**src/hw/decode_pkg.sv**
```systemverilog
// Shared constants and types for the native opcode decoder
package decode_pkg;

	// ------------------------------------------------------------
	// Instruction classes
	// ------------------------------------------------------------
	typedef enum logic [4:0] {
		CLS_ALU = 5'h00,
		CLS_PUSH = 5'h01,
		CLS_POP = 5'h02,
		CLS_INCDEC = 5'h03,
		CLS_BRCOND = 5'h04,
		CLS_MOVIMM = 5'h05,
		CLS_NOP = 5'h06,
		CLS_XCH = 5'h07,
		CLS_IMMGRP = 5'h08,
		CLS_SHIFTGRP = 5'h09,
		CLS_UNARY1 = 5'h0a,
		CLS_UNARY2 = 5'h0b,
		CLS_ESCAPE = 5'h0c,
		CLS_IO = 5'h0d,
		CLS_CALL = 5'h0e,
		CLS_BRANCH = 5'h0f,
		CLS_RET = 5'h10,
		CLS_PREFIX = 5'h11,
		CLS_MOV = 5'h12,
		CLS_TEST = 5'h13,
		CLS_MISC = 5'h14,
		CLS_UNDEF = 5'h15
	} class_t;

	// ------------------------------------------------------------
	// Fixed opcodes
	// ------------------------------------------------------------
	localparam logic [7:0] OP_ESCAPE = 8'h0f;
	localparam logic [7:0] OP_NOP = 8'h90;
	localparam logic [7:0] OP_UNDEF_A = 8'h63;
	localparam logic [7:0] OP_UNDEF_B = 8'hd6;
	localparam logic [7:0] OP_UNDEF_C = 8'hf1;
	localparam logic [7:0] OP_FAR_CALL = 8'h9a;
	localparam logic [7:0] OP_FAR_BR = 8'hea;
	localparam logic [7:0] OP_FAR_RET = 8'hca;
	localparam logic [7:0] OP_FAR_RET1 = 8'hcb;
	localparam logic [7:0] OP_GRP2_W = 8'hff;
	localparam logic [3:0] ROW_BITOPS = 4'h1;

	// ------------------------------------------------------------
	// Second byte field positions
	// ------------------------------------------------------------
	localparam int MOD_MSB = 7;
	localparam int MOD_LSB = 6;
	localparam int REG_MSB = 5;
	localparam int REG_LSB = 3;
	localparam int SREG_MSB = 4;
	localparam int SREG_LSB = 3;
	localparam int RM_MSB = 2;
	localparam int RM_LSB = 0;

	// ------------------------------------------------------------
	// Field values
	// ------------------------------------------------------------
	localparam logic [1:0] MOD_NODISP = 2'b00;
	localparam logic [1:0] MOD_DISP8 = 2'b01;
	localparam logic [1:0] MOD_DISP16 = 2'b10;
	localparam logic [1:0] MOD_REGISTER = 2'b11;
	localparam logic [2:0] RM_DIRECT = 3'b110;
	localparam logic [2:0] GRP2_FAR_CALL = 3'b011;
	localparam logic [2:0] GRP2_FAR_BR = 3'b101;

	// Single-bit operation codes
	localparam logic [1:0] BIT_TEST = 2'b00;
	localparam logic [1:0] BIT_CLEAR = 2'b01;
	localparam logic [1:0] BIT_SET = 2'b10;
	localparam logic [1:0] BIT_INVERT = 2'b11;

	// Bit-number field widths for byte and word operands
	localparam int BITNUM_BYTE_W = 3;
	localparam int BITNUM_WORD_W = 4;

	// ------------------------------------------------------------
	// Class decode
	// ------------------------------------------------------------

	// Class from row and column of the first byte
	function automatic class_t class_of(input logic [7:0] op);
		logic [3:0] row;
		logic [3:0] col;
		row = op[7:4];
		col = op[3:0];
		class_of = CLS_MISC;
		unique case (row)
			4'h0, 4'h1, 4'h2, 4'h3: begin
				if (col[2:0] <= 3'd5) class_of = CLS_ALU;
				else if (op == OP_ESCAPE) class_of = CLS_ESCAPE;
				else if (row[1]) class_of = col[0] ? CLS_MISC : CLS_PREFIX;
				else class_of = col[0] ? CLS_POP : CLS_PUSH;
			end
			4'h4: class_of = CLS_INCDEC;
			4'h5: class_of = col[3] ? CLS_POP : CLS_PUSH;
			4'h6: begin
				unique case (col)
					4'h0, 4'h8, 4'ha: class_of = CLS_PUSH;
					4'h1: class_of = CLS_POP;
					4'h3: class_of = CLS_UNDEF;
					4'h4, 4'h5: class_of = CLS_PREFIX;
					4'hc, 4'hd, 4'he, 4'hf: class_of = CLS_IO;
					default: class_of = CLS_MISC;
				endcase
			end
			4'h7: class_of = CLS_BRCOND;
			4'h8: begin
				unique case (col)
					4'h0, 4'h1, 4'h2, 4'h3: class_of = CLS_IMMGRP;
					4'h4, 4'h5: class_of = CLS_TEST;
					4'h6, 4'h7: class_of = CLS_XCH;
					4'hd: class_of = CLS_MISC;
					4'hf: class_of = CLS_POP;
					default: class_of = CLS_MOV;
				endcase
			end
			4'h9: begin
				unique case (col)
					4'h0: class_of = CLS_NOP;
					4'h8, 4'h9, 4'hb, 4'he, 4'hf: class_of = CLS_MISC;
					4'ha: class_of = CLS_CALL;
					4'hc: class_of = CLS_PUSH;
					4'hd: class_of = CLS_POP;
					default: class_of = CLS_XCH;
				endcase
			end
			4'ha: begin
				if (col <= 4'h3) class_of = CLS_MOV;
				else if (col == 4'h8 || col == 4'h9) class_of = CLS_TEST;
				else class_of = CLS_MISC;
			end
			4'hb: class_of = CLS_MOVIMM;
			4'hc: begin
				unique case (col)
					4'h0, 4'h1: class_of = CLS_SHIFTGRP;
					4'h2, 4'h3, 4'ha, 4'hb, 4'hf: class_of = CLS_RET;
					4'h4, 4'h5, 4'h6, 4'h7: class_of = CLS_MOV;
					default: class_of = CLS_MISC;
				endcase
			end
			4'hd: begin
				if (col <= 4'h3) class_of = CLS_SHIFTGRP;
				else if (op == OP_UNDEF_B) class_of = CLS_UNDEF;
				else class_of = CLS_MISC;
			end
			4'he: begin
				unique case (col)
					4'h0, 4'h1, 4'h2, 4'h3: class_of = CLS_BRCOND;
					4'h8: class_of = CLS_CALL;
					4'h9, 4'ha, 4'hb: class_of = CLS_BRANCH;
					default: class_of = CLS_IO;
				endcase
			end
			4'hf: begin
				unique case (col)
					4'h0, 4'h2, 4'h3: class_of = CLS_PREFIX;
					4'h1: class_of = CLS_UNDEF;
					4'h6, 4'h7: class_of = CLS_UNARY1;
					4'he, 4'hf: class_of = CLS_UNARY2;
					default: class_of = CLS_MISC;
				endcase
			end
		endcase
	endfunction

endpackage

```
**src/hw/opcode_decoder.sv**
```systemverilog
// Native-mode first opcode decoder with operand address forming
`timescale 1ns/1ps
module opcode_decoder
	import decode_pkg::*;
(
	// Clock and reset
	input wire logic clk_sys_in,
	input wire logic reset_in,
	// Instruction bytes from fetch
	input wire logic inst_valid_in,
	input wire logic [7:0] first_byte_in,
	input wire logic [7:0] second_byte_in,
	input wire logic [7:0] disp_lo_in,
	input wire logic [7:0] disp_hi_in,
	input wire logic [7:0] imm_lo_in,
	input wire logic [7:0] imm_hi_in,
	// Register file values
	input wire logic [15:0] base_word_reg_in,
	input wire logic [15:0] base_pointer_reg_in,
	input wire logic [15:0] source_index_reg_in,
	input wire logic [15:0] dest_index_reg_in,
	input wire logic [7:0] count_low_byte_in,
	input wire logic [15:0] bit_operand_in,
	// Decode results
	output logic decode_valid_out,
	output class_t class_out,
	output logic word_op_out,
	output logic reg_is_dest_out,
	output logic has_modrm_out,
	output logic imm_sext_out,
	output logic [15:0] imm_word_out,
	output logic acc_dest_out,
	output logic [2:0] group_op_out,
	output logic [7:0] ext_op_out,
	output logic [2:0] reg_sel_out,
	output logic [1:0] seg_sel_out,
	output logic [3:0] cond_out,
	output logic port_indirect_out,
	output logic far_out,
	output logic undefined_out,
	// Operand address and bit operation results
	output logic [15:0] ea_out,
	output logic mem_operand_out,
	output logic bit_op_out,
	output logic [15:0] bit_result_out,
	output logic bit_test_out
);

	// ------------------------------------------------------------
	// Decode functions
	// ------------------------------------------------------------

	// Opcodes followed by an operand specifier byte
	function automatic logic modrm_of(input logic [7:0] op);
		modrm_of = 1'b0;
		if (op[7:6] == 2'b00 && op[2] == 1'b0) modrm_of = 1'b1;
		if (op[7:4] == 4'h8) modrm_of = 1'b1;
		unique case (op)
			8'h62, 8'h69, 8'h6b, 8'hc0, 8'hc1, 8'hc4, 8'hc5,
			8'hc6, 8'hc7, 8'hd0, 8'hd1, 8'hd2, 8'hd3, 8'hf6,
			8'hf7, 8'hfe, 8'hff: modrm_of = 1'b1;
			default: ;
		endcase
		if (op == OP_ESCAPE) modrm_of = 1'b0;
	endfunction

	// Arithmetic and move forms carrying a direction bit
	function automatic logic dir_form(input logic [7:0] op);
		dir_form = (op[7:6] == 2'b00 && op[2] == 1'b0 && op != OP_ESCAPE)
			|| (op[7:2] == 6'b100010);
	endfunction

	// ------------------------------------------------------------
	// Combinational decode of the current bytes
	// ------------------------------------------------------------
	class_t next_class;
	logic [1:0] mode;
	logic [15:0] next_ea;
	logic next_mem;
	logic esc_bit;
	logic [15:0] next_bit_result;
	logic next_bit_test;
	logic next_sext;
	logic next_word;

	// Class from the shared row and column table
	assign next_class = class_of(first_byte_in);
	assign mode = second_byte_in[MOD_MSB:MOD_LSB];
	assign esc_bit = (first_byte_in == OP_ESCAPE)
		&& (second_byte_in[7:4] == ROW_BITOPS);
	assign next_sext = (first_byte_in[7:1] == 7'b1000001)
		|| (first_byte_in == 8'h6a) || (first_byte_in == 8'h6b);
	assign next_word = (first_byte_in[7:4] == 4'hb) ? first_byte_in[3]
		: (esc_bit ? second_byte_in[0] : first_byte_in[0]);

	// Operand address for specifier forms
	ea_adder u_ea (
		.mode_in(mode),
		.rm_in(second_byte_in[RM_MSB:RM_LSB]),
		.disp_lo_in(disp_lo_in),
		.disp_hi_in(disp_hi_in),
		.base_word_reg_in(base_word_reg_in),
		.base_pointer_reg_in(base_pointer_reg_in),
		.source_index_reg_in(source_index_reg_in),
		.dest_index_reg_in(dest_index_reg_in),
		.ea_out(next_ea),
		.is_mem_out(next_mem)
	);

	// Escape-group single-bit operations
	bit_op_unit u_bit (
		.op_in(second_byte_in[2:1]),
		.word_in(second_byte_in[0]),
		.use_count_in(~second_byte_in[3]),
		.imm_bits_in(imm_lo_in[3:0]),
		.count_low_byte_in(count_low_byte_in),
		.operand_in(bit_operand_in),
		.result_out(next_bit_result),
		.tested_out(next_bit_test)
	);

	// ------------------------------------------------------------
	// Registered results
	// ------------------------------------------------------------

	// Result strobe
	always_ff @(posedge clk_sys_in or posedge reset_in) begin
		if (reset_in) decode_valid_out <= 1'b0;
		else decode_valid_out <= inst_valid_in;
	end

	// Class, size, direction and special flags
	always_ff @(posedge clk_sys_in or posedge reset_in) begin
		if (reset_in) begin
			class_out <= CLS_NOP;
			word_op_out <= 1'b0;
			reg_is_dest_out <= 1'b0;
			has_modrm_out <= 1'b0;
			acc_dest_out <= 1'b0;
			port_indirect_out <= 1'b0;
			far_out <= 1'b0;
			undefined_out <= 1'b0;
		end else if (inst_valid_in) begin
			class_out <= next_class;
			word_op_out <= next_word;
			reg_is_dest_out <= dir_form(first_byte_in)
				&& first_byte_in[1];
			has_modrm_out <= modrm_of(first_byte_in);
			acc_dest_out <= (first_byte_in[7:6] == 2'b00
				&& first_byte_in[2:1] == 2'b10)
				|| first_byte_in[7:1] == 7'b1010100;
			port_indirect_out <= (first_byte_in[7:2] == 6'b111011);
			far_out <= first_byte_in == OP_FAR_CALL
				|| first_byte_in == OP_FAR_BR
				|| first_byte_in == OP_FAR_RET
				|| first_byte_in == OP_FAR_RET1
				|| (first_byte_in == OP_GRP2_W
				&& (second_byte_in[REG_MSB:REG_LSB] == GRP2_FAR_CALL
				|| second_byte_in[REG_MSB:REG_LSB] == GRP2_FAR_BR));
			undefined_out <= (next_class == CLS_UNDEF);
		end
	end

	// Immediate operand shaping
	always_ff @(posedge clk_sys_in or posedge reset_in) begin
		if (reset_in) begin
			imm_sext_out <= 1'b0;
			imm_word_out <= 16'h0000;
		end else if (inst_valid_in) begin
			imm_sext_out <= next_sext;
			if (next_sext) imm_word_out <= {{8{imm_lo_in[7]}}, imm_lo_in};
			else if (next_word) imm_word_out <= {imm_hi_in, imm_lo_in};
			else imm_word_out <= {8'h00, imm_lo_in};
		end
	end

	// Sub-operation, register, segment and condition selects
	always_ff @(posedge clk_sys_in or posedge reset_in) begin
		if (reset_in) begin
			group_op_out <= 3'h0;
			ext_op_out <= 8'h00;
			reg_sel_out <= 3'h0;
			seg_sel_out <= 2'h0;
			cond_out <= 4'h0;
		end else if (inst_valid_in) begin
			group_op_out <= second_byte_in[REG_MSB:REG_LSB];
			ext_op_out <= (first_byte_in == OP_ESCAPE) ? second_byte_in
				: 8'h00;
			if (modrm_of(first_byte_in)) begin
				reg_sel_out <= second_byte_in[REG_MSB:REG_LSB];
			end else begin
				reg_sel_out <= first_byte_in[2:0];
			end
			if (modrm_of(first_byte_in)) begin
				seg_sel_out <= second_byte_in[SREG_MSB:SREG_LSB];
			end else begin
				seg_sel_out <= first_byte_in[4:3];
			end
			cond_out <= first_byte_in[3:0];
		end
	end

	// Operand address and bit results
	always_ff @(posedge clk_sys_in or posedge reset_in) begin
		if (reset_in) begin
			ea_out <= 16'h0000;
			mem_operand_out <= 1'b0;
			bit_op_out <= 1'b0;
			bit_result_out <= 16'h0000;
			bit_test_out <= 1'b0;
		end else if (inst_valid_in) begin
			ea_out <= next_ea;
			mem_operand_out <= next_mem && modrm_of(first_byte_in);
			bit_op_out <= esc_bit;
			bit_result_out <= next_bit_result;
			bit_test_out <= next_bit_test;
		end
	end

	logic [15:0] exp_based;
	logic [15:0] opnd_q;
	assign exp_based = 16'(base_pointer_reg_in
		+ {{8{disp_lo_in[7]}}, disp_lo_in});

	// Operand copy for the unchanged-bits check
	always_ff @(posedge clk_sys_in or posedge reset_in) begin
		if (reset_in) opnd_q <= 16'h0000;
		else opnd_q <= bit_operand_in;
	end
endmodule

```
**src/hw/ea_adder.sv**
```systemverilog
// Effective address adder for memory operand forms
`timescale 1ns/1ps
module ea_adder
	import decode_pkg::*;
(
	// Operand specifier
	input wire logic [1:0] mode_in,
	input wire logic [2:0] rm_in,
	input wire logic [7:0] disp_lo_in,
	input wire logic [7:0] disp_hi_in,
	// Address registers
	input wire logic [15:0] base_word_reg_in,
	input wire logic [15:0] base_pointer_reg_in,
	input wire logic [15:0] source_index_reg_in,
	input wire logic [15:0] dest_index_reg_in,
	// Result
	output logic [15:0] ea_out,
	output logic is_mem_out
);

	logic [15:0] disp;
	logic [15:0] base;
	logic [15:0] index;

	// Displacement by mode, byte form sign-extended
	always_comb begin
		unique case (mode_in)
			MOD_DISP8: disp = {{8{disp_lo_in[7]}}, disp_lo_in};
			MOD_DISP16: disp = {disp_hi_in, disp_lo_in};
			default: disp = 16'h0000;
		endcase
	end

	// Base and index selection
	always_comb begin
		base = 16'h0000;
		index = 16'h0000;
		unique case (rm_in)
			3'b000: begin
				base = base_word_reg_in;
				index = source_index_reg_in;
			end
			3'b001: begin
				base = base_word_reg_in;
				index = dest_index_reg_in;
			end
			3'b010: begin
				base = base_pointer_reg_in;
				index = source_index_reg_in;
			end
			3'b011: begin
				base = base_pointer_reg_in;
				index = dest_index_reg_in;
			end
			3'b100: index = source_index_reg_in;
			3'b101: index = dest_index_reg_in;
			3'b110: begin
				// Direct address when no displacement mode
				if (mode_in != MOD_NODISP) begin
					base = base_pointer_reg_in;
				end
			end
			3'b111: base = base_word_reg_in;
		endcase
	end

	// Sum wraps at 16 bits before relocation
	always_comb begin
		if (mode_in == MOD_NODISP && rm_in == RM_DIRECT) begin
			ea_out = {disp_hi_in, disp_lo_in};
		end else begin
			ea_out = 16'(base + index + disp);
		end
		is_mem_out = (mode_in != MOD_REGISTER);
	end

endmodule

```
**src/hw/bit_op_unit.sv**
```systemverilog
// Single-bit test, set, clear and invert on a byte or word
`timescale 1ns/1ps
module bit_op_unit
	import decode_pkg::*;
(
	// Operation
	input wire logic [1:0] op_in,
	input wire logic word_in,
	input wire logic use_count_in,
	// Bit number sources
	input wire logic [3:0] imm_bits_in,
	input wire logic [7:0] count_low_byte_in,
	// Operand and result
	input wire logic [15:0] operand_in,
	output logic [15:0] result_out,
	output logic tested_out
);

	logic [3:0] raw;
	logic [3:0] bitnum;
	logic [15:0] mask;

	// Bit number from immediate or count register, width by size
	always_comb begin
		raw = use_count_in ? count_low_byte_in[3:0] : imm_bits_in;
		if (word_in) begin
			bitnum = raw[BITNUM_WORD_W-1:0];
		end else begin
			bitnum = {1'b0, raw[BITNUM_BYTE_W-1:0]};
		end
		mask = 16'h0001 << bitnum;
	end

	// Only the selected bit may change
	always_comb begin
		tested_out = |(operand_in & mask);
		unique case (op_in)
			BIT_TEST: result_out = operand_in;
			BIT_CLEAR: result_out = operand_in & ~mask;
			BIT_SET: result_out = operand_in | mask;
			BIT_INVERT: result_out = operand_in ^ mask;
		endcase
	end

endmodule

```
**config.mk**
```make
export PLATFORM = sky130hd
export DESIGN_NAME = opcode_decoder
export DESIGN_NICKNAME = d
export VERILOG_FILES = /design/src/hw/decode_pkg.sv /design/src/hw/opcode_decoder.sv /design/src/hw/ea_adder.sv /design/src/hw/bit_op_unit.sv
export SDC_FILE = /design/constraint.sdc
export NUM_CORES = 1
export LEC_CHECK = 0
export BUFFER_PORTS_ARGS = -buffer_cell sky130_fd_sc_hd__buf_4
export CAP_MARGIN = 20
export CORE_MARGIN = 2
export CORE_UTILIZATION = 45
export DETAILED_ROUTE_END_ITERATION = 7
export GPL_ROUTABILITY_DRIVEN = 0
export GPL_TIMING_DRIVEN = 0
export HOLD_SLACK_MARGIN = 0.02
export PLACE_DENSITY = 0.71
export SYNTH_ARGS = -nofsm -noshare
export SYNTH_HDL_FRONTEND = slang
export SYNTH_SLANG_ARGS = --single-unit
```
**constraint.sdc**
```tcl
create_clock -name clk_sys_in -period 2.9 [get_ports clk_sys_in]
set_input_delay 0 -clock clk_sys_in [delete_from_list [all_inputs] [get_ports clk_sys_in]]
set_output_delay 0 -clock clk_sys_in [all_outputs]
set_load 0.02 [all_outputs]
```
==> impl_metrics.sql, run 1 <==
INSERT INTO impl_metrics (metric_group, metric, value, unit) VALUES
('yosys', 'seq_area_frac_synth', '0.269', ''),
('placement', 'port_buffers', '215', ''),
('critical_path', 'path_class', 'in2reg', ''),
('sta', 'setup_viol', '0', ''),
('worst_hold_path', 'hold_class', 'in2reg', ''),
('clock_network', 'path_clk_slew', '0.06', 'ns'),
('layout', 'post_route_cells_drive_above_1_share', '0.334', ''),
('sta', 'final-max-slew-violation-count', '0', ''),
('yosys', 'number_of_enable_type_register_cells_in_the_synthesized_netlist', '0', ''),
('clock_network', 'clockRootBuffer', 'sky130_fd_sc_hd__clkbuf_16', ''),
('yosys', 'yosys_most_used_dff', 'sky130_fd_sc_hd__dfrtp_1', ''),
('power_and_ir_drop', 'netSwitchingPower', '1760', 'µW'),
('placement', 'dp_slack', '-0.765', 'ns'),
('sta', 'fmaxAchievable', '351', 'MHz'),
('floorplan', 'core-area', '17200', 'µm²'),
('critical_path', 'crit_arrival', '3.06', 'ns'),
('critical_path', 'timing.critical_path.max_delay_family', 'compound AO/OA/AOI/OAI gates', ''),
('layout', 'antenna_cells', '0', ''),
('critical_path', 'worst_setup_path_start_kind', 'primary input', ''),
('clock_network', 'cts.path.max_buffers', '2', ''),
('clock_network', 'cts-buffers-inserted', '9', ''),
('placement', 'hpwl', '20.6', 'mm'),
('power_and_ir_drop', 'p_int', '3160', 'µW'),
('power_and_ir_drop', 'power.share.combinational', '0.442', ''),
('floorplan', 'die_x', '137', 'µm'),
('detailed_routing', 'routed_wire_length_per_instance', '19.1', 'µm'),
('critical_path', 'critPathSlowestCell', 'sky130_fd_sc_hd__fa_1', ''),
('critical_path', 'critical_path.cell_chain', 'buf_4 > inv_1 > ha_4 > nor2_4 > a22o_1 > a21oi_2 > fa_1 > inv_2 > ha_4 > a211oi_4 > o21bai_1 > and4_4 > or4_4 > a32oi_2 > a21oi_1', ''),
('clock_network', 'cts_max_level', '3', ''),
('floorplan', 'num_io_pins', '224', ''),
('critical_path', 'wp_buf_inv', '3', ''),
('grt', 'grt_util_overall', '0.289', ''),
('power_and_ir_drop', 'power.static_leakage', '0.00542', 'µW'),
('floorplan', 'die_height', '137', 'µm'),
('power_and_ir_drop', 'p_clk_frac', '0.260', ''),
('layout', 'synthToLayoutAreaGrowth', '38.1', '%'),
('critical_path', 'cp-end-kind', 'flop', ''),
('detailed_routing', 'post-route-drc-count', '0', ''),
('yosys', 'synth_nets', '1125', ''),
('layout', 'leading_cell_types_in_the_layout_fill_and_taps_excluded', 'sky130_fd_sc_hd__buf_4 (230), sky130_fd_sc_hd__nand2_1 (117), sky130_fd_sc_hd__inv_1 (85)', ''),
('detailed_routing', 'ant_nets', '0', ''),
('detailed_routing', 'drt_first_pass_iters', '8', ''),
('detailed_routing', 'via_count', '7942', ''),
('run_status', 'run_status', 'finished, final reports clean', ''),
('sta', 'timing_worst_slew_pin_value', '0.813', 'ns'),
('sta', 'hold_violations', '0', ''),
('critical_path', 'worst_path_maximum_fanout', '7', ''),
('layout', 'layout.cells.most_common', 'sky130_fd_sc_hd__buf_4', ''),
('detailed_routing', 'violation_count_after_the_first_detailed_route_iteration', '859', ''),
('yosys', 'synth.cell_area', '7920', 'µm²'),
('yosys', 'yosysUniqueCellTypes', '78', ''),
('yosys', 'syn_inst', '899', ''),
('power_and_ir_drop', 'peakVddDrop', '0.328', 'mV'),
('sta', 'layout_setup_ws', '0.0477', 'ns'),
('sta', 'skew', '0', 'ns'),
('sta', 'slew_headroom', '0.458', ''),
('critical_path', 'critPathMostFrequentCell', 'sky130_fd_sc_hd__ha_4', ''),
('detailed_routing', 'total_wire_length_after_detailed_routing', '26.8', 'mm'),
('yosys', 'mapped_avg_cell_area', '8.81', 'µm²'),
('yosys', 'ys_async_sr_fraction', '1.00', ''),
('floorplan', 'placement_rows', '48', ''),
('yosys', 'ys_warn_count', '0', ''),
('critical_path', 'cp_slowest_stage_delay', '0.55', 'ns'),
('sta', 'min_period_over_period', '0.984', ''),
('grt', 'global_route_wire_length_before_repair', '41.5', 'mm'),
('detailed_routing', 'vias_per_cell', '5.67', ''),
('yosys', 'synth.ff_latch_count', '85', ''),
('clock_network', 'clkLatencyLatePin', '0.34', 'ns'),
('layout', 'nets', '1396', ''),
('floorplan', 'floorplan.die_area', '18700', 'µm²'),
('power_and_ir_drop', 'power.density_cell_area', '450', 'nW/µm²');
kinds of logic (layout without fill, tap and decap cells):
kind of cell               Yosys count  after routing  share of synthesized area
DFF                                 85             85                      0.269
AOI/OAI and AO/OA                  203            203                      0.179
xor gates and xnor gates             9              9                     0.0117
muxes                               84             84                      0.138
buffers and inverters              150            426                     0.0825
and+or+nand+nor                    281            281                      0.167
adders and majority gates           87             87                      0.153
timing repair:
item | CTS | global route
endpoints found under the setup margin | 10 | 7
pin swaps | 7 | 19
hold endpoints to repair | 66 | 0
hold buffers | 36 | 0
setup buffers | 3 | 6
resized for setup | 28 | 31
registers in the layout, indices dropped and copies added (netlist names), 2 cells and up:
| name | flops |
|---|---|
| group_op_out | 3 |
| class_out | 5 |
| reg_sel_out | 3 |
| imm_word_out | 16 |
| ext_op_out | 8 |
| seg_sel_out | 2 |
| bit_result_out | 16 |
| cond_out | 4 |
| ea_out | 16 |
layout make-up:
| type | instances | area (µm²) |
|---|---|---|
| Timing Repair Buffer | 261 | 2070 |
| Multi-Input combinational cell | 664 | 5350 |
| Tap cell | 225 | 282 |
| Clock buffer | 13 | 250 |
| Sequential cell | 85 | 2130 |
| Clock inverter | 3 | 68.8 |
| Inverter | 92 | 350 |
| Buffer | 57 | 429 |
| Fill cell | 1496 | 6300 |
cells in the mapped netlist, drive strengths merged, types with 3 or more instances:
cell	instances	area [µm²]
or3	7	43.8
o21a	4	30.0
and2	8	52.6
a21o	10	75.1
a22o	19	166
a21oi	56	280
o41ai	3	45.1
and3	7	43.8
clkbuf	23	86.3
mux2	44	495
nand2	120	458
o2bb2ai	7	61.3
o211ai	4	30.0
o21ai	29	145
a21boi	3	22.5
ha	71	888
buf	35	219
o21bai	3	22.5
nand3	16	92.6
dfrtp	83	2080
a31oi	13	81.3
a41oi	3	26.3
o22ai	5	31.3
xor2	4	35.0
fa	16	320
xnor2	4	35.0
nor2b	5	31.3
mux4	16	360
a221o	10	100
nor2	72	273
mux2i	24	240
nand2b	11	68.8
o31ai	6	50.1
nand4	9	56.3
nor4	4	25.0
nor3	8	40.0
o221ai	3	26.3
inv	92	348
a211oi	6	45.0
a32o	4	40.0
per-layer routing:
metal	part of all wire	track usage	routed length, µm
met1	0.40	0.368	10700
met2	0.49	0.483	13100
met3	0.070	0.0444	1880
met4	0.040	0.130	1080
met5	0	0	0
per-stage QoR:
step	cells	area, µm²	setup TNS [ns]	total power, µW	util
after floorplan	899	8040	-0.0279	2700	-
after global placement	1339	9930	-47.35	3440	0.576
after detailed placement	1340	9960	-5.70	3480	0.578
after CTS	1394	10800	0	4840	0.625
after global routing	1400	10900	-0.0593	5180	0.634
final	1400	10900	0	4920	0.634
power groups by stage:
| stage | logic, µW | clock network (µW) | registers, µW |
|---|---|---|---|
| after floorplan | 1010 | 0 | 1690 |
| after global placement | 1960 | 0 | 1480 |
| after detailed placement | 2000 | 0 | 1480 |
| after CTS | 2080 | 1300 | 1460 |
| after global routing | 2360 | 1340 | 1490 |
| final | 2170 | 1280 | 1470 |
worst paths after layout:
kind,end,from,cells after the start,slack (ns)
worst min-delay path,ea_out[2],disp_lo_in[2],3,0.04
max in group asynchronous,class_out[1],reset_in,4,1.97
worst max register to register,imm_word_out[12],imm_word_out[12],1,2.04
worst min register to register,class_out[2],class_out[2],2,0.46
min in group asynchronous,class_out[3],reset_in,3,0.24
worst max-delay path,ea_out[12],second_byte_in[6],15,0.05
(Power assumes the default switching activity.)
==> inputs of run 2 (changes only) <==
CORE_UTILIZATION = 44   (was 45)
CTS_BUF_LIST = sky130_fd_sc_hd__clkbuf_4 sky130_fd_sc_hd__clkbuf_8 sky130_fd_sc_hd__clkbuf_16   (was unset)
PLACE_DENSITY = 0.69   (was 0.71)
==> impl_metrics.sql, run 2 (synthesized netlist as in run 1, its figures left out) <==
INSERT INTO impl_metrics (metric_group, metric, value, unit) VALUES
('critical_path', 'path_class', 'in2reg', ''),
('power_and_ir_drop', 'power.density_cell_area', '451', 'nW/µm²'),
('detailed_routing', 'drt_first_pass_iters', '5', ''),
('critical_path', 'cp-end-kind', 'flop', ''),
('critical_path', 'crit_required', '3.11', 'ns'),
('layout', 'layout.cells.most_common', 'sky130_fd_sc_hd__buf_4', ''),
('floorplan', 'die_height', '138', 'µm'),
('clock_network', 'cts_max_level', '3', ''),
('layout', 'synthToLayoutAreaGrowth', '38.7', '%'),
('sta', 'layout_setup_ws', '0.0768', 'ns'),
('detailed_routing', 'post-route-drc-count', '0', ''),
('clock_network', 'cts-buffers-inserted', '9', ''),
('power_and_ir_drop', 'p_clk_frac', '0.265', ''),
('power_and_ir_drop', 'power_frac_seq', '0.296', ''),
('worst_hold_path', 'hold_class', 'in2reg', ''),
('clock_network', 'path_clk_slew', '0.07', 'ns'),
('placement', 'port_buffers', '215', ''),
('detailed_routing', 'via_count', '7949', ''),
('floorplan', 'die_x', '138', 'µm'),
('sta', 'min_period_over_period', '0.974', ''),
('detailed_routing', 'route.top_layer_used', 'met4', ''),
('layout', 'post_route_cells_drive_above_1_share', '0.340', ''),
('grt', 'grt_util_overall', '0.277', ''),
('power_and_ir_drop', 'power.static_leakage', '0.00544', 'µW'),
('power_and_ir_drop', 'netSwitchingPower', '1790', 'µW'),
('sta', 'total_neg_setup_slack', '0', 'ns'),
('critical_path', 'worst_setup_path_start_kind', 'primary input', ''),
('layout', 'largest_regs', 'bit_result_out: 16 flops, ea_out: 16 flops, imm_word_out: 16 flops', ''),
('grt', 'grt_pass1_vias', '7812', ''),
('floorplan', 'placement_rows', '49', ''),
('critical_path', 'crit_arrival', '3.03', 'ns'),
('sta', 'hold_violations', '0', ''),
('sta', 'skew', '0', 'ns'),
('floorplan', 'floorplan.die_area', '19100', 'µm²'),
('floorplan', 'num_io_pins', '224', ''),
('power_and_ir_drop', 'p_int', '3170', 'µW'),
('placement', 'hpwl', '20.5', 'mm'),
('sta', 'fmaxAchievable', '354', 'MHz'),
('layout', 'antenna_cells', '0', ''),
('clock_network', 'cts.path.max_buffers', '2', ''),
('floorplan', 'core-area', '17800', 'µm²'),
('sta', 'timing_worst_slew_pin_value', '0.796', 'ns'),
('clock_network', 'clockRootBuffer', 'sky130_fd_sc_hd__clkbuf_16', ''),
('detailed_routing', 'met1_length', '11.1', 'mm'),
('layout', 'leading_cell_types_in_the_layout_fill_and_taps_excluded', 'sky130_fd_sc_hd__buf_4 (233), sky130_fd_sc_hd__nand2_1 (119), sky130_fd_sc_hd__inv_1 (84)', ''),
('grt', 'grt-ovfl-total', '0', ''),
('grt', 'initial_antenna_violation_count', '0', ''),
('power_and_ir_drop', 'sw_frac_of_total', '0.361', ''),
('sta', 'final-max-slew-violation-count', '0', ''),
('power_and_ir_drop', 'power.share.combinational', '0.440', ''),
('detailed_routing', 'routed-wl-met3', '1.88', 'mm'),
('grt', 'global_route_wire_length_before_repair', '42.2', 'mm'),
('sta', 'slew_headroom', '0.468', ''),
('job', 'max_cap_viol_count', '0', ''),
('clock_network', 'numClockSinks', '85', ''),
('detailed_routing', 'routed_wire_length_per_instance', '19.0', 'µm'),
('sta', 'finalWorstPathRequiredPeriod', '2.82', 'ns'),
('sta', 'setup_viol', '0', ''),
('detailed_routing', 'vias_per_cell', '5.65', ''),
('power_and_ir_drop', 'peakVddDrop', '0.259', 'mV'),
('detailed_routing', 'total_wire_length_after_detailed_routing', '26.8', 'mm'),
('clock_network', 'clkLatencyLatePin', '0.34', 'ns'),
('clock_network', 'cts_tree', 'yes', ''),
('layout', 'nets', '1399', ''),
('grt', 'grt_start_max_net_pins', '68', ''),
('critical_path', 'worst_path_maximum_fanout', '10', ''),
('run_status', 'run_status', 'finished, final reports clean', ''),
('detailed_routing', 'ant_nets', '0', ''),
('detailed_routing', 'wl_met2', '12.7', 'mm'),
('detailed_routing', 'violation_count_after_the_first_detailed_route_iteration', '575', ''),
('placement', 'dp_slack', '-0.813', 'ns'),
('floorplan', 'initial_utilization', '0.445', '');
[run 2: cell count changes in the layout (fill, tap and decap cells not counted), moves of 2 or more]
| cell | before | now |
|---|---|---|
| sky130_fd_sc_hd__nand2_1 | 117 | 119 |
| sky130_fd_sc_hd__nand2_2 | 2 | 0 |
| sky130_fd_sc_hd__a21oi_4 | 0 | 2 |
| sky130_fd_sc_hd__clkinvlp_4 | 0 | 2 |
| sky130_fd_sc_hd__clkbuf_1 | 19 | 16 |
| sky130_fd_sc_hd__clkbuf_4 | 0 | 2 |
| sky130_fd_sc_hd__a21oi_1 | 44 | 40 |
| sky130_fd_sc_hd__a21oi_2 | 12 | 14 |
| sky130_fd_sc_hd__buf_4 | 230 | 233 |
[run 2: final timing paths]
check	startpoint	end	slack, ns	depth (start not counted)
worst min register to register	class_out[2]	class_out[2]	0.47	2
worst min-delay path	disp_lo_in[2]	ea_out[2]	0.04	3
max in group asynchronous	reset_in	class_out[2]	2.04	4
worst max register to register	imm_word_out[8]	imm_word_out[8]	2.05	1
worst max-delay path	second_byte_in[0]	ea_out[12]	0.08	15
min in group asynchronous	reset_in	bit_result_out[11]	0.16	3
[run 2: layer usage]
metal  track usage  vias to the layer above
li1              -                     3701
met1         0.358                     3780
met2         0.467                      397
met3        0.0409                       71
met4         0.112                        0
met5             0                        -
[run 2: what timing repair did]
item | 4_1_cts | 5_1_grt
pin swaps | 7 | 18
endpoints found under the hold margin | 120 | 0
hold buffers | 35 | 0
cloned | 1 | 0
setup buffers | 3 | 9
gates resized for setup | 23 | 39
setup endpoints to repair | 9 | 9
[run 2: critical path: stages]
cell                      delay [ns]
sky130_fd_sc_hd__buf_4          0.17
sky130_fd_sc_hd__and2_0         0.16
sky130_fd_sc_hd__buf_2          0.16
sky130_fd_sc_hd__buf_4          0.18
sky130_fd_sc_hd__a22o_1         0.22
sky130_fd_sc_hd__a21oi_4        0.19
sky130_fd_sc_hd__fa_1           0.43
sky130_fd_sc_hd__inv_1          0.10
sky130_fd_sc_hd__ha_4           0.22
sky130_fd_sc_hd__and3_1         0.16
sky130_fd_sc_hd__nand3_1        0.10
sky130_fd_sc_hd__nand3_2        0.09
sky130_fd_sc_hd__or4_4          0.53
sky130_fd_sc_hd__a32oi_2        0.24
sky130_fd_sc_hd__a21oi_1        0.08
[run 2: metrics by stage]
| stage | util | std cells | instance area (µm²) | hold slack (ns) | total power, µW |
|---|---|---|---|---|---|
| after floorplan | - | 899 | 8040 | 0.0314 | 2700 |
| after global placement | 0.559 | 1343 | 9940 | 0.144 | 3430 |
| after detailed placement | 0.561 | 1344 | 9970 | -0.0160 | 3470 |
| after CTS | 0.607 | 1398 | 10800 | 0.0298 | 4870 |
| after global routing | 0.618 | 1407 | 11000 | 0.0454 | 5210 |
| final | 0.618 | 1407 | 11000 | 0.0352 | 4950 |
[run 2: power by group through the flow]
stage	registers, µW	logic (µW)	clock network (µW)
global placement	1480	1950	0
detailed placement	1480	1990	0
global route	1490	2360	1370
floorplan	1690	1010	0
CTS	1460	2080	1320
finish	1460	2180	1310
[run 2: cell type report]
class                           instances  area (µm²)
Tap cell                              229         287
Clock inverter                          5        83.8
Multi-Input combinational cell        664        5370
Buffer                                 57         414
Inverter                               92         353
Sequential cell                        85        2130
Fill cell                            1563        6800
Clock buffer                           11         246
Timing Repair Buffer                  264        2100
